**src/verilog/ubs_pkg.sv**
```systemverilog
// Purpose: Shared constants and types for the serial baud and shift block.
// Assumes: One register word per index on an 8-bit plain register port.
// Notes: Phase numbers count S1P1 as 0 up to S6P2 as 11.
package ubs_pkg;
  // Register indices.
  localparam logic [2:0] ADDR_SCTRL = 3'h0;
  localparam logic [2:0] ADDR_SER_BUF = 3'h1;
  localparam logic [2:0] ADDR_PCTRL = 3'h2;
  localparam logic [2:0] ADDR_TMODE = 3'h3;
  localparam logic [2:0] ADDR_T1RLD = 3'h4;
  localparam logic [2:0] ADDR_T2CTRL = 3'h5;
  localparam logic [2:0] ADDR_CKMODE = 3'h6;
  localparam logic [2:0] ADDR_STATUS = 3'h7;
  // Serial control fields.
  localparam int MODE_HI_BIT = 7;
  localparam int MODE_LO_BIT = 6;
  localparam int RX_ENABLE_BIT = 4;
  localparam int TX_NINTH_BIT = 3;
  localparam int RX_NINTH_BIT = 2;
  localparam int TX_DONE_BIT = 1;
  localparam int RX_DONE_BIT = 0;
  // Other control fields.
  localparam int DOUBLER_BIT = 7;
  localparam int T2_RX_CLK_BIT = 5;
  localparam int T2_TX_CLK_BIT = 4;
  localparam int SIX_CLOCK_BIT = 0;
  localparam int T1_RUN_BIT = 1;
  localparam logic [3:0] T1_AUTO_RELOAD = 4'h2;
  localparam logic [7:0] RESET_BYTE = 8'h00;
  // Machine-cycle phase numbers.
  localparam logic [3:0] PH_S1P1 = 4'h0;
  localparam logic [3:0] PH_S3P1 = 4'h4;
  localparam logic [3:0] PH_S5P2 = 4'h9;
  localparam logic [3:0] PH_S6P2 = 4'hB;
  localparam logic [3:0] PH_LAST = 4'hB;
  // Bit-rate divisors and shift-register preloads.
  localparam logic [6:0] MODE2_DIV = 7'h40;
  localparam logic [6:0] T1_BAUD_DIV = 7'h20;
  localparam logic [3:0] T2_BAUD_LAST = 4'hF;
  localparam logic [3:0] T1_PRESCALE_LAST = 4'hB;
  localparam logic [7:0] RX_PRELOAD = 8'hFE;
  localparam logic [8:0] TX_MARKER = 9'h100;

  typedef enum logic [1:0] {
    TX_IDLE = 2'h0,
    TX_ARM = 2'h1,
    TX_WAIT = 2'h3,
    TX_SEND = 2'h2
  } ubs_tx_e;

  typedef enum logic [1:0] {
    RX_IDLE = 2'h0,
    RX_ARM = 2'h1,
    RX_PRIME = 2'h3,
    RX_RECV = 2'h2
  } ubs_rx_e;

  typedef struct packed {
    logic [2:0] addr;
    logic [7:0] wdata;
    logic wr;
    logic rd;
  } ubs_bus_req_s;

  typedef struct packed {
    logic [3:0] phase;
    logic [7:0] sctrl;
    logic [7:0] pctrl;
    logic [7:0] tmode;
    logic [7:0] t1_reload;
    logic [7:0] t2ctrl;
    logic [7:0] ckmode;
    logic [7:0] rx_buf;
    logic [7:0] tx_hold;
    logic tx_pending;
    ubs_tx_e tx_st;
    logic [8:0] tx_shreg;
    logic tx_last;
    ubs_rx_e rx_st;
    logic [7:0] rx_shreg;
    logic rx_sample;
    logic rx_last;
    logic [6:0] base_cnt;
    logic [3:0] t1_pre;
    logic [7:0] t1_cnt;
    logic [6:0] t1ov_cnt;
    logic [3:0] t2tx_cnt;
    logic [3:0] t2rx_cnt;
    logic tx_tick;
    logic rx_tick;
    logic [7:0] rdata;
  } ubs_state_s;
endpackage

```
**src/verilog/ubs_serial.sv**
```systemverilog
// Purpose: Serial port bit-rate selection and mode 0 shift-register sequencing.
// Assumes: clk_sys is the oscillator; all inputs are synchronous to it.
// Notes: Asynchronous framing for modes 1 to 3 lives elsewhere; this block
// only hands it the transmit and receive bit-rate ticks.
// Operation
// RQ1: Control register holds mode bits, ninth bits, transmit and receive done flags.
// RQ2: Mode 0 bit rate is oscillator over 12, or over 6 in six-clock mode.
// RQ3: Mode 2 rate is osc/64 or osc/32 by doubler; halved divisors in six-clock.
// RQ4: The baud doubler bit resets to zero.
// RQ5: Modes 1 and 3 take their rate from a timer overflow, never a fixed division.
// RQ6: Timer 1 source: doubler-scaled overflow rate over 32, or 16 in six-clock.
// RQ7: Software keeps timer 1 interrupt off when it sets the bit rate.
// RQ8: Auto-reload timer 1 overflows at osc over 12 times 256 minus reload.
// RQ9: Software may reload a 16-bit timer 1 by interrupt for slow rates.
// RQ10: Mode 0 moves eight bits LSB first on data line; clock line carries clock.
// RQ11: Buffer write at S6P2 starts mode 0 send and loads a marker one.
// RQ12: One full machine cycle passes between buffer write and send activation.
// RQ13: While sending, shift data and shift clock drive the two port lines.
// RQ14: Shift clock is low in S3 to S5 and high in S6, S1, S2.
// RQ15: Each S6P2 while sending, transmit register shifts right filling zeros.
// RQ16: Marker beside MSB forces last shift; done flag set at tenth cycle S1P1.
// RQ17: Receive starts when enabled and done clear; preload 11111110, then activate.
// RQ18: While receiving, shift clock drives its line, toggling at S3P1 and S6P1.
// RQ19: Each S6P2 while receiving, the receive register shifts one place.
// RQ20: Receive shift goes left, taking the data line sampled at S5P2.
// RQ21: Preload zero at left forces last shift, buffer load, done flag at S1P1.
// RQ22: Timer 2 clocks modes 1 and 3 only when its select bit is set.
// RQ23: Machine cycle is six states of two phases; six-clock runs a state per clock.
`timescale 1ns/1ps
module ubs_serial #(
  parameter int T1_PRESCALE = 12
) (
  input wire logic clk_sys,
  input wire logic resetn,
  input wire ubs_pkg::ubs_bus_req_s bus_req,
  output logic [7:0] rd_data,
  input wire logic timer1_overflow_in,
  input wire logic timer2_overflow_in,
  input wire logic shift_data_in,
  output logic shift_data_out,
  output logic shift_data_oe_n,
  output logic shift_clock_out,
  output logic shift_clock_oe_n,
  output logic tx_bit_tick,
  output logic rx_bit_tick,
  output logic tx_active,
  output logic rx_active
);

  // The timer 1 prescaler counter is built for exactly one machine-cycle ratio.
  if (T1_PRESCALE != 12) begin : g_bad_prescale
    $error("T1_PRESCALE must be 12");
  end

  ubs_pkg::ubs_state_s s_reg;
  ubs_pkg::ubs_state_s s_next;

  // True when the current clock covers the given phase; six-clock mode runs a
  // whole state per clock, so both phases of a state share one cycle.
  function automatic logic at_phase(input logic [3:0] ph, input logic [3:0] tgt,
                                    input logic six);
    if (six) begin
      at_phase = (ph == {tgt[3:1], 1'b0});
    end else begin
      at_phase = (ph == tgt);
    end
  endfunction

  // Divisor scaled down by the doubler and by six-clock mode.
  function automatic logic [6:0] scaled_last(input logic [6:0] div, input logic dbl,
                                             input logic six);
    logic [6:0] d;
    d = div;
    if (dbl) begin
      d = d >> 1;
    end
    if (six) begin
      d = d >> 1;
    end
    scaled_last = d - 7'h01;
  endfunction

  // Bits enter on the right, so the first received bit ends leftmost.
  function automatic logic [7:0] reverse8(input logic [7:0] v);
    for (int i = 0; i < 8; i++) begin
      reverse8[i] = v[7 - i];
    end
  endfunction

  logic six_clk;
  logic doubler;
  logic [1:0] mode;
  logic s6p2;
  logic s1p1;
  logic t1_ovf;
  logic t1_bit;
  logic t2tx_bit;
  logic t2rx_bit;
  logic mode2_bit;
  logic sending;
  logic receiving;

  assign six_clk = s_reg.ckmode[ubs_pkg::SIX_CLOCK_BIT];
  assign doubler = s_reg.pctrl[ubs_pkg::DOUBLER_BIT];
  assign mode = {s_reg.sctrl[ubs_pkg::MODE_HI_BIT], s_reg.sctrl[ubs_pkg::MODE_LO_BIT]};
  assign s6p2 = at_phase(s_reg.phase, ubs_pkg::PH_S6P2, six_clk);
  assign s1p1 = at_phase(s_reg.phase, ubs_pkg::PH_S1P1, six_clk);
  assign sending = (s_reg.tx_st == ubs_pkg::TX_SEND);
  assign receiving = (s_reg.rx_st == ubs_pkg::RX_RECV);

  // Next-state logic for the whole block.
  always_comb begin
    s_next = s_reg;
    s_next.tx_tick = 1'b0;
    s_next.rx_tick = 1'b0;
    s_next.rdata = 8'h00;
    t1_ovf = 1'b0;
    t1_bit = 1'b0;
    t2tx_bit = 1'b0;
    t2rx_bit = 1'b0;
    mode2_bit = 1'b0;

    // Phase sequencer; six-clock mode steps a whole state per clock.
    if (six_clk) begin // RQ23
      if ({s_reg.phase[3:1], 1'b0} >= ubs_pkg::PH_LAST - 4'h1) begin
        s_next.phase = ubs_pkg::PH_S1P1;
      end else begin
        s_next.phase = {s_reg.phase[3:1], 1'b0} + 4'h2;
      end
    end else if (s_reg.phase == ubs_pkg::PH_LAST) begin // RQ23
      s_next.phase = ubs_pkg::PH_S1P1;
    end else begin
      s_next.phase = s_reg.phase + 4'h1;
    end

    // Register writes; hardware flag sets below override a same-cycle clear.
    if (bus_req.wr) begin
      case (bus_req.addr)
        ubs_pkg::ADDR_SCTRL: begin
          s_next.sctrl = bus_req.wdata; // RQ1
        end
        ubs_pkg::ADDR_SER_BUF: begin
          s_next.tx_hold = bus_req.wdata;
          s_next.tx_pending = (mode == 2'h0);
        end
        ubs_pkg::ADDR_PCTRL: begin
          s_next.pctrl = bus_req.wdata;
        end
        ubs_pkg::ADDR_TMODE: begin
          s_next.tmode = bus_req.wdata;
        end
        ubs_pkg::ADDR_T1RLD: begin
          s_next.t1_reload = bus_req.wdata;
        end
        ubs_pkg::ADDR_T2CTRL: begin
          s_next.t2ctrl = bus_req.wdata;
        end
        ubs_pkg::ADDR_CKMODE: begin
          s_next.ckmode = bus_req.wdata;
        end
        default: begin
          s_next.rdata = 8'h00;
        end
      endcase
    end

    // Read data is presented for one cycle only, zero at unmapped addresses.
    if (bus_req.rd) begin
      case (bus_req.addr)
        ubs_pkg::ADDR_SCTRL: s_next.rdata = s_reg.sctrl;
        ubs_pkg::ADDR_SER_BUF: s_next.rdata = s_reg.rx_buf;
        ubs_pkg::ADDR_PCTRL: s_next.rdata = s_reg.pctrl;
        ubs_pkg::ADDR_TMODE: s_next.rdata = s_reg.tmode;
        ubs_pkg::ADDR_T1RLD: s_next.rdata = s_reg.t1_reload;
        ubs_pkg::ADDR_T2CTRL: s_next.rdata = s_reg.t2ctrl;
        ubs_pkg::ADDR_CKMODE: s_next.rdata = s_reg.ckmode;
        ubs_pkg::ADDR_STATUS: s_next.rdata = {4'h0, s_reg.tx_pending, s_reg.tx_last,
                                               receiving, sending};
        default: s_next.rdata = 8'h00;
      endcase
    end

    // Mode 2 rate: fixed oscillator division scaled by doubler and clock mode.
    if (s_reg.base_cnt >= scaled_last(ubs_pkg::MODE2_DIV, doubler, six_clk)) begin // RQ3
      s_next.base_cnt = 7'h00;
      mode2_bit = 1'b1;
    end else begin
      s_next.base_cnt = s_reg.base_cnt + 7'h01;
    end

    // Timer 1 counts every twelve oscillator periods in auto-reload mode.
    // Any other timer 1 mode is run outside and reports its overflow here.
    if (s_reg.t1_pre == ubs_pkg::T1_PRESCALE_LAST) begin
      s_next.t1_pre = 4'h0;
    end else begin
      s_next.t1_pre = s_reg.t1_pre + 4'h1;
    end
    if (s_reg.tmode[7:4] == ubs_pkg::T1_AUTO_RELOAD) begin
      if (s_reg.ckmode[ubs_pkg::T1_RUN_BIT] &&
          s_reg.t1_pre == ubs_pkg::T1_PRESCALE_LAST) begin
        if (s_reg.t1_cnt == 8'hFF) begin
          s_next.t1_cnt = s_reg.t1_reload; // RQ8
          t1_ovf = 1'b1; // RQ8
        end else begin
          s_next.t1_cnt = s_reg.t1_cnt + 8'h01;
        end
      end
    end else begin
      t1_ovf = timer1_overflow_in; // RQ5
    end

    // Timer 1 overflows divided by 32 or 16, halved again by the doubler.
    if (t1_ovf) begin
      if (s_reg.t1ov_cnt >= scaled_last(ubs_pkg::T1_BAUD_DIV, doubler, six_clk)) begin
        s_next.t1ov_cnt = 7'h00;
        t1_bit = 1'b1; // RQ6
      end else begin
        s_next.t1ov_cnt = s_reg.t1ov_cnt + 7'h01;
      end
    end

    // Timer 2 overflows divided by 16, with a separate counter for each direction.
    if (timer2_overflow_in) begin
      s_next.t2tx_cnt = s_reg.t2tx_cnt + 4'h1;
      s_next.t2rx_cnt = s_reg.t2rx_cnt + 4'h1;
      t2tx_bit = (s_reg.t2tx_cnt == ubs_pkg::T2_BAUD_LAST);
      t2rx_bit = (s_reg.t2rx_cnt == ubs_pkg::T2_BAUD_LAST);
    end

    // Bit-rate selection for each direction.
    case (mode)
      2'h0: begin
        s_next.tx_tick = s6p2; // RQ2
        s_next.rx_tick = s6p2; // RQ2
      end
      2'h2: begin
        s_next.tx_tick = mode2_bit; // RQ3
        s_next.rx_tick = mode2_bit; // RQ3
      end
      default: begin
        if (s_reg.t2ctrl[ubs_pkg::T2_TX_CLK_BIT]) begin
          s_next.tx_tick = t2tx_bit; // RQ22
        end else begin
          s_next.tx_tick = t1_bit; // RQ6
        end
        if (s_reg.t2ctrl[ubs_pkg::T2_RX_CLK_BIT]) begin
          s_next.rx_tick = t2rx_bit; // RQ22
        end else begin
          s_next.rx_tick = t1_bit; // RQ6
        end
      end
    endcase

    // Transmit sequencer for mode 0.
    case (s_reg.tx_st)
      ubs_pkg::TX_IDLE: begin
        if (s_reg.tx_pending && s6p2) begin
          // A buffer write in the take cycle stays pending, so its byte is not lost.
          if (!(bus_req.wr && bus_req.addr == ubs_pkg::ADDR_SER_BUF)) begin
            s_next.tx_pending = 1'b0;
          end
          s_next.tx_shreg = ubs_pkg::TX_MARKER | {1'b0, s_reg.tx_hold}; // RQ11
          s_next.tx_last = 1'b0;
          s_next.tx_st = ubs_pkg::TX_ARM; // RQ11
        end
      end
      ubs_pkg::TX_ARM: begin
        if (s6p2) begin
          s_next.tx_st = ubs_pkg::TX_WAIT; // RQ12
        end
      end
      ubs_pkg::TX_WAIT: begin
        if (s1p1) begin
          s_next.tx_st = ubs_pkg::TX_SEND; // RQ12
        end
      end
      ubs_pkg::TX_SEND: begin
        if (s1p1 && s_reg.tx_last) begin
          s_next.tx_st = ubs_pkg::TX_IDLE; // RQ16
          s_next.tx_last = 1'b0;
          s_next.sctrl[ubs_pkg::TX_DONE_BIT] = 1'b1; // RQ16
        end else if (s6p2) begin
          s_next.tx_shreg = {1'b0, s_reg.tx_shreg[8:1]}; // RQ15
          if (s_reg.tx_shreg[8:1] == 8'h01) begin
            s_next.tx_last = 1'b1; // RQ16
          end
        end
      end
      default: begin
        s_next.tx_st = ubs_pkg::TX_IDLE;
      end
    endcase

    // Receive sequencer for mode 0.
    case (s_reg.rx_st)
      ubs_pkg::RX_IDLE: begin
        if (mode == 2'h0 && s_reg.sctrl[ubs_pkg::RX_ENABLE_BIT] &&
            !s_reg.sctrl[ubs_pkg::RX_DONE_BIT] && s6p2) begin
          s_next.rx_st = ubs_pkg::RX_ARM; // RQ17
        end
      end
      ubs_pkg::RX_ARM: begin
        if (!s_reg.sctrl[ubs_pkg::RX_ENABLE_BIT]) begin
          s_next.rx_st = ubs_pkg::RX_IDLE;
        end else if (s6p2) begin
          s_next.rx_shreg = ubs_pkg::RX_PRELOAD; // RQ17
          s_next.rx_last = 1'b0;
          s_next.rx_st = ubs_pkg::RX_PRIME;
        end
      end
      ubs_pkg::RX_PRIME: begin
        s_next.rx_st = ubs_pkg::RX_RECV; // RQ17
      end
      ubs_pkg::RX_RECV: begin
        if (at_phase(s_reg.phase, ubs_pkg::PH_S5P2, six_clk)) begin
          s_next.rx_sample = shift_data_in; // RQ20
        end
        if (s1p1 && s_reg.rx_last) begin
          s_next.rx_st = ubs_pkg::RX_IDLE; // RQ21
          s_next.rx_last = 1'b0;
          s_next.sctrl[ubs_pkg::RX_DONE_BIT] = 1'b1; // RQ21
        end else if (s6p2 && !s_reg.rx_last) begin
          s_next.rx_shreg = {s_reg.rx_shreg[6:0], s_reg.rx_sample}; // RQ19 RQ20
          if (!s_reg.rx_shreg[7]) begin
            s_next.rx_last = 1'b1; // RQ21
            s_next.rx_buf = reverse8({s_reg.rx_shreg[6:0], s_reg.rx_sample}); // RQ10
          end
        end
      end
      default: begin
        s_next.rx_st = ubs_pkg::RX_IDLE;
      end
    endcase
  end

  // State register; everything, including the doubler bit, clears on reset.
  always_ff @(posedge clk_sys or negedge resetn) begin
    if (!resetn) begin
      s_reg <= '0; // RQ4
    end else begin
      s_reg <= s_next;
    end
  end

  // Port alternate functions. The clock is high in S6, S1, S2 and low in S3 to
  // S5, so the far register sees stable data on the rising edge at S6P1.
  always_comb begin
    shift_clock_out = 1'b1;
    if (sending || receiving) begin
      shift_clock_out = !(s_reg.phase >= ubs_pkg::PH_S3P1 &&
                          s_reg.phase <= ubs_pkg::PH_S5P2); // RQ14 RQ18
    end
  end

  assign shift_clock_oe_n = !(sending || receiving); // RQ13 RQ18
  assign shift_data_out = sending ? s_reg.tx_shreg[0] : 1'b1; // RQ13 RQ10
  assign shift_data_oe_n = !sending; // RQ13
  assign rd_data = s_reg.rdata;
  assign tx_bit_tick = s_reg.tx_tick;
  assign rx_bit_tick = s_reg.rx_tick;
  assign tx_active = sending;
  assign rx_active = receiving;

endmodule

```
**config.mk**
```make
export PLATFORM = sky130hd
export DESIGN_NAME = ubs_serial
export DESIGN_NICKNAME = d
export VERILOG_FILES = /design/src/verilog/ubs_pkg.sv /design/src/verilog/ubs_serial.sv
export SDC_FILE = /design/constraint.sdc
export NUM_CORES = 1
export LEC_CHECK = 0
export ABC_AREA = 0
export BUFFER_PORTS_ARGS = -buffer_cell sky130_fd_sc_hd__buf_2
export CAP_MARGIN = 5
export CORE_MARGIN = 1
export CORE_UTILIZATION = 30
export CTS_BUF_LIST = sky130_fd_sc_hd__clkbuf_16
export DETAILED_ROUTE_END_ITERATION = 10
export GPL_ROUTABILITY_DRIVEN = 1
export SYNTH_ARGS = -nofsm -noshare
export SYNTH_HDL_FRONTEND = slang
export SYNTH_SLANG_ARGS = --single-unit
export TNS_END_PERCENT = 50
```
**constraint.sdc**
```tcl
create_clock -name clk_sys -period 2.1 [get_ports clk_sys]
set_clock_uncertainty 0.15 [all_clocks]
set_input_delay 0.21 -clock clk_sys [delete_from_list [all_inputs] [get_ports clk_sys]]
set_output_delay 0.21 -clock clk_sys [all_outputs]
set_load 0.005 [all_outputs]
```
==> results.json, run 1 <==
{
  "worstPathRequired_ns": 1.74,
  "fin_crit_sh_pct": 98.3,
  "start_util_pct": 30.6,
  "instances_no_fill": 958,
  "clkPwrFrac_pct": 32.9,
  "grt-ovfl-total": 0,
  "dieWidth_um": 151,
  "antenna_found_initial": 0,
  "clock_latency_ns": 0.42,
  "p_sw_share_pct": 30.9,
  "cp_slowest_cell": "dfrtp_1",
  "ys_types": 66,
  "cp_top_family": "flip-flops",
  "hold_viol": 0,
  "run_status": "finished, final reports clean",
  "critPathBufInv": 3,
  "syn-cell-area_mm2": 0.00665,
  "clk_pin_slew_ns": 0.06,
  "cts_buffer_depth": 2,
  "syn-instance-count": 596,
  "cts-root-buf": "clkbuf_16",
  "leakage_nw": 3.54,
  "cts_tree": "yes",
  "nets": 702,
  "worst_slew_pin_slew_ns": 0.591,
  "power.density_mw_per_mm2": 1050,
  "max_cap_viol_count": 0,
  "dp.final_hpwl_um": 11300,
  "setup_tns_ns": 0,
  "grt_pass1_wl_um": 25500,
  "crit_path_end": "shift_clock_out",
  "die-area_mm2": 0.0228,
  "p_comb_share_pct": 23.0,
  "synth-seq-area-share_pct": 51.5,
  "synth_top_area_share_pct": 51.5,
  "place.gp.congestion": 0.818,
  "rr_worst_depth": 5,
  "seq_power_share_pct": 44.1,
  "vdd_drop_max_v": 0.000536,
  "grt_start_max_net_pins": 63,
  "hold_class": "in2reg",
  "cp-end-kind": "output port",
  "largest_reg_flops": 124,
  "mostFrequentLayoutCells": "dfrtp_1, mux2_2, nand2_1",
  "antenna_left": 0,
  "holdWs_ns": 0.0243,
  "layout-drive-gt1-share_pct": 28.5,
  "drv_slew": 0,
  "r2r_end": "tx_bit_tick$_DFF_PN0_",
  "postPlaceCellArea_mm2": 0.00731,
  "drt_first_pass_iters": 4,
  "num_antenna_cells": 0,
  "start_kind": "flop",
  "worstPathMaxFanout": 4,
  "synth_edf_count": 0,
  "totalWireLength_um": 15800,
  "drt-wirelength-per-cell_um": 16.5,
  "dr_total_vias": 4712,
  "drc_errors": 0,
  "vias_per_cell": 4.92,
  "dp.cells": 919,
  "cp.depth": 7,
  "max_freq_mhz": 484,
  "drt_iter0_markers": 315,
  "internal_power_mw": 5.74,
  "ff2ff_setup_slack_ns": 0.09,
  "numPortBuffers": 33,
  "io_pins": 34,
  "yosys.area.top_type": "dfrtp_1",
  "final_common_cell": "dfrtp_1",
  "path_class": "reg2out",
  "coreArea_mm2": 0.0218,
  "startpoint": "s_reg[133]$_DFF_PN0_",
  "htreeDepth": 4,
  "rows": 54,
  "synth-seq-cells": 137,
  "ys_warn_count": 0,
  "rsz0062_at_grt": "yes",
  "grt_use_total_pct": 14.7,
  "crit_top_cell": "o21ai_1",
  "p_switching_mw": 2.57,
  "crit_chain": "inv_1 > buf_4 > ha_1 > o21ai_1 > o21ai_0 > o21ai_1 > buf_2",
  "fin_area_mm2": 0.00796,
  "cts_buffers": 17,
  "cp.arrival_ns": 1.70,
  "crit-reg2reg-launch": "s_reg[115]$_DFFE_PN0P_",
  "die_y_um": 151,
  "async_flop_share_pct": 100,
  "syn_to_final_growth_pct": 19.6,
  "setup_viol": 0,
  "cts_sinks": 137,
  "fin_crit_ns": 2.06,
  "max_slew_margin_pct": 60.6,
  "syn_avg_cell_area_um2": 11.2,
  "cpPeakStageDelay_ns": 0.37,
  "synthFlopType": "dfrtp_1",
  "synthesis.nets": 632,
  "post_synth_main_area_contributors": "dfrtp_1, mux2_2, ha_1",
  "grt_pass1_vias": 4713
}
## final cells by class
type | instances | area [um2]
Clock buffer | 17 | 425
Sequential cell | 137 | 3430
Multi-Input combinational cell | 407 | 2990
Fill cell | 2159 | 13800
Clock inverter | 14 | 111
Tap cell | 280 | 350
Inverter | 22 | 82.6
Timing Repair Buffer | 81 | 566
## per-stage QoR
step	power, mW	setup WS [ns]	util (%)
after floorplan	4.87	0.0375	-
after global placement	5.52	0.0328	33.6
after detailed placement	5.57	0.0455	33.6
after CTS	8.37	0.0121	36.5
after global routing	8.79	-0.0857	36.6
final	8.32	0.0354	36.6
## worst register-to-register path: stages, from the launching register on
cell and delay (ns):
dfrtp_1 0.39, or4b_4 0.56, nor2_4 0.21, a21o_2 0.23, nand3_1 0.14, o2111ai_1 0.23
## repair_timing
item,CTS,global route
pin swaps,0,1
hold endpoints to repair,76,0
endpoints found under the setup margin,2,20
buffers inserted,1,0
gates cloned,0,0
hold buffers,7,0
resized for setup,5,6
## power by group through the flow
stage                     Combinational [mW]  Sequential, mW  Clock, mW
final                                   1.91            3.67       2.73
after global routing                    2.14            3.75       2.90
after CTS                               1.91            3.66       2.79
after detailed placement                1.87            3.70          0
after global placement                  1.83            3.68          0
after floorplan                         1.33            3.55          0
## layer usage
layer,vias to the layer above,track usage [%],share of wire (%)
li1,2285,-,-
met1,2320,19.9,49
met2,91,23.2,46
met3,16,3.58,3.5
met4,0,4.60,1.5
met5,-,0,0
## synthesized netlist by cell type (5+ instances only)
cell and number:
nand2_1 44, ha_1 18, nand4_1 9, and3_1 10, a221o_1 7, nor2_1 36, nor3_1 6, mux2i_1 11
a31oi_1 10, mux2_2 70, clkbuf_1 9, nor2b_1 9, buf_2 10, o21ai_0 43, a21oi_1 25, dfrtp_1 137
nand3_1 22, and2_1 5, xnor2_1 7, a22o_1 10, buf_4 9, inv_1 21
## cell families after synthesis
| kind of cell | Yosys count | synth area share (%) |
|---|---|---|
| compound gates | 130 | 12.6 |
| xor+xnor | 11 | 1.45 |
| mux | 85 | 14.7 |
| fa+ha+maj | 18 | 3.38 |
| flops | 137 | 51.5 |
| buf+inv | 52 | 3.85 |
| simple gates | 161 | 12.3 |
| other cells | 2 | 0.113 |
## worst min-delay path by stage
stage                            endpoint  cells after the start       start  slack (ns)
global placement    s_reg[22]$_DFFE_PN0P_                      1      resetn        0.09
global route         s_reg[126]$_DFF_PN0_                      3  bus_req[3]        0.03
detailed placement  s_reg[23]$_DFFE_PN0P_                      1      resetn        0.09
finish               s_reg[126]$_DFF_PN0_                      3  bus_req[3]        0.02
floorplan             doubler$_DFFE_PN0P_                      0      resetn       -0.24
CTS                  s_reg[126]$_DFF_PN0_                      3  bus_req[3]       0.002
Power figures use the tool's default switching activity.
==> run 2, diff against run 1 <==
RECOVER_POWER = 100   (was unset)
==> run 2 against run 1 <==
  * Clock-buffer cell count stayed put
  * First-iteration DRC count fell by 5.4%
  * Worst hold slack got worse by 0.0055 ns
  * Cell count did not move
  * Power decreased by 0.23%
  * Final area is 0.39% lower
  * Largest cell class unchanged
  * Die area did not move
  * Global-route usage is the same
  * Wire length shrank 0.37%
==> results.json, run 2 (same netlist as run 1, synthesis figures left out) <==
{
  "run_status": "finished, final reports clean",
  "cp-end-kind": "output port",
  "antenna_found_initial": 0,
  "num-fill-cells": 2166,
  "power.density_mw_per_mm2": 1050,
  "drt_iter0_markers": 298,
  "grt_pass1_wl_um": 25500,
  "leakage_nw": 3.50,
  "cts-root-buf": "clkbuf_16",
  "grt_use_total_pct": 14.7,
  "rsz0062_at_grt": "yes",
  "place.gp.congestion": 0.818,
  "io_pins": 34,
  "start_util_pct": 30.6,
  "ff_latch_area_mm2": 0.00343,
  "drc_errors": 0,
  "power_mw": 8.30,
  "worstPathMaxFanout": 4,
  "dr_total_vias": 4717,
  "coreArea_mm2": 0.0218,
  "dp.final_hpwl_um": 11300,
  "largest_reg_flops": 124,
  "holdWs_ns": 0.0188,
  "cts_tree": "yes",
  "setup_viol": 0,
  "worst_slew_pin_slew_ns": 1.41,
  "fin_crit_sh_pct": 98.2,
  "multi_input_area_mm2": 0.00299,
  "cts_buffer_depth": 2,
  "final_common_cell": "dfrtp_1",
  "fin_crit_ns": 2.06,
  "vdd_drop_max_v": 0.000533,
  "clk_pin_slew_ns": 0.06,
  "cp.arrival_ns": 1.70,
  "drt_first_pass_iters": 6,
  "vias_per_cell": 4.92,
  "max_slew_margin_pct": 5.85,
  "start_kind": "flop",
  "die_y_um": 151,
  "die-area_mm2": 0.0228,
  "drt-wirelength-per-cell_um": 16.4,
  "hold_class": "in2reg",
  "totalWireLength_um": 15700,
  "htreeDepth": 4,
  "num_antenna_cells": 0,
  "dieWidth_um": 151,
  "rows": 54,
  "nets": 702,
  "hold_viol": 0,
  "cts_buffers": 17,
  "cts_sinks": 137,
  "grt_pass1_vias": 4713,
  "grt_start_max_net_pins": 63,
  "max_freq_mhz": 485,
  "syn_to_final_growth_pct": 19.1,
  "path_class": "reg2out",
  "max_cap_viol_count": 0,
  "fin_util_pct": 36.4,
  "drv_slew": 0,
  "numPortBuffers": 33,
  "layout-drive-gt1-share_pct": 27.0,
  "clock_latency_ns": 0.42,
  "antenna_left": 0,
  "worstPathRequired_ns": 1.74,
  "grt-ovfl-total": 0,
  "mostFrequentLayoutCells": "dfrtp_1, mux2_2, nand2_1"
}
[run 2: cell count changes in the layout (fill, tap and decap cells not counted), moves of 2 or more]
cell | previous run | this run
clkbuf_1 | 0 | 10
clkbuf_2 | 0 | 2
buf_2 | 32 | 26
buf_4 | 39 | 30
clkbuf_4 | 0 | 4
[run 2: power by group]
| part | leakage, nW | total (mW) | switching [mW] | internal [mW] |
|---|---|---|---|---|
| Sequential | 1.72 | 3.67 | 0.474 | 3.19 |
| Combinational | 1.51 | 1.90 | 0.962 | 0.938 |
| Clock | 0.269 | 2.73 | 1.13 | 1.60 |
[run 2: timing repair]
action,CTS,global route
setup endpoints to repair,2,20
hold endpoints to repair,76,0
gates resized for setup,5,6
setup buffers,1,0
pin swaps,0,1
hold buffers,7,0
[run 2: path summary, 6_finish.rpt]
| check | cells past startpoint | slack [ns] | from | end |
|---|---|---|---|---|
| min in group asynchronous | 2 | 0.53 | resetn | s_reg[22]$_DFFE_PN0P_ |
| worst min register to register | 1 | 0.31 | s_reg[33]$_DFF_PN0_ | s_reg[33]$_DFF_PN0_ |
| worst max-delay path | 7 | 0.04 | s_reg[133]$_DFF_PN0_ | shift_clock_out |
| worst min-delay path | 3 | 0.02 | bus_req[3] | s_reg[126]$_DFF_PN0_ |
| worst max register to register | 5 | 0.10 | s_reg[115]$_DFFE_PN0P_ | tx_bit_tick$_DFF_PN0_ |
| max in group asynchronous | 3 | 0.25 | resetn | s_reg[119]$_DFFE_PN0P_ |
[run 2: area by class of cell]
| type | count | area share, % |
|---|---|---|
| flip-flops and latches | 137 | 43.3 |
| multi-input cells | 407 | 37.7 |
| repair buffers | 81 | 6.74 |
| clock buffers | 17 | 5.37 |
| well taps | 280 | 4.42 |
| clock inverters | 14 | 1.41 |
| inverters | 22 | 1.04 |
[run 2: metal layers]
layer	global-route usage (%)	part of all wire, %	vias to the layer above
met2	23.2	46	93
met4	4.60	1.5	0
met5	0	0	-
met1	19.9	48	2315
met3	3.58	4.0	17
li1	-	-	2292
[run 2: metrics by stage]
step,std cells,setup WS [ns],area (um2),TNS [ns]
3_3_place_gp,919,0.0328,7310,0
4_1_cts,958,0.0121,7940,0
6_report,958,0.0370,7920,0
3_5_place_dp,919,0.0455,7310,0
2_1_floorplan,596,0.0375,6650,0
5_1_grt,958,-0.0857,7920,-2.21
[run 2: critical path: stages (launching register included)]
cell and delay (ns):
dfrtp_1 0.37, inv_1 0.06, buf_4 0.14, ha_1 0.24
o21ai_1 0.15, o21ai_0 0.10, o21ai_1 0.09, buf_2 0.13
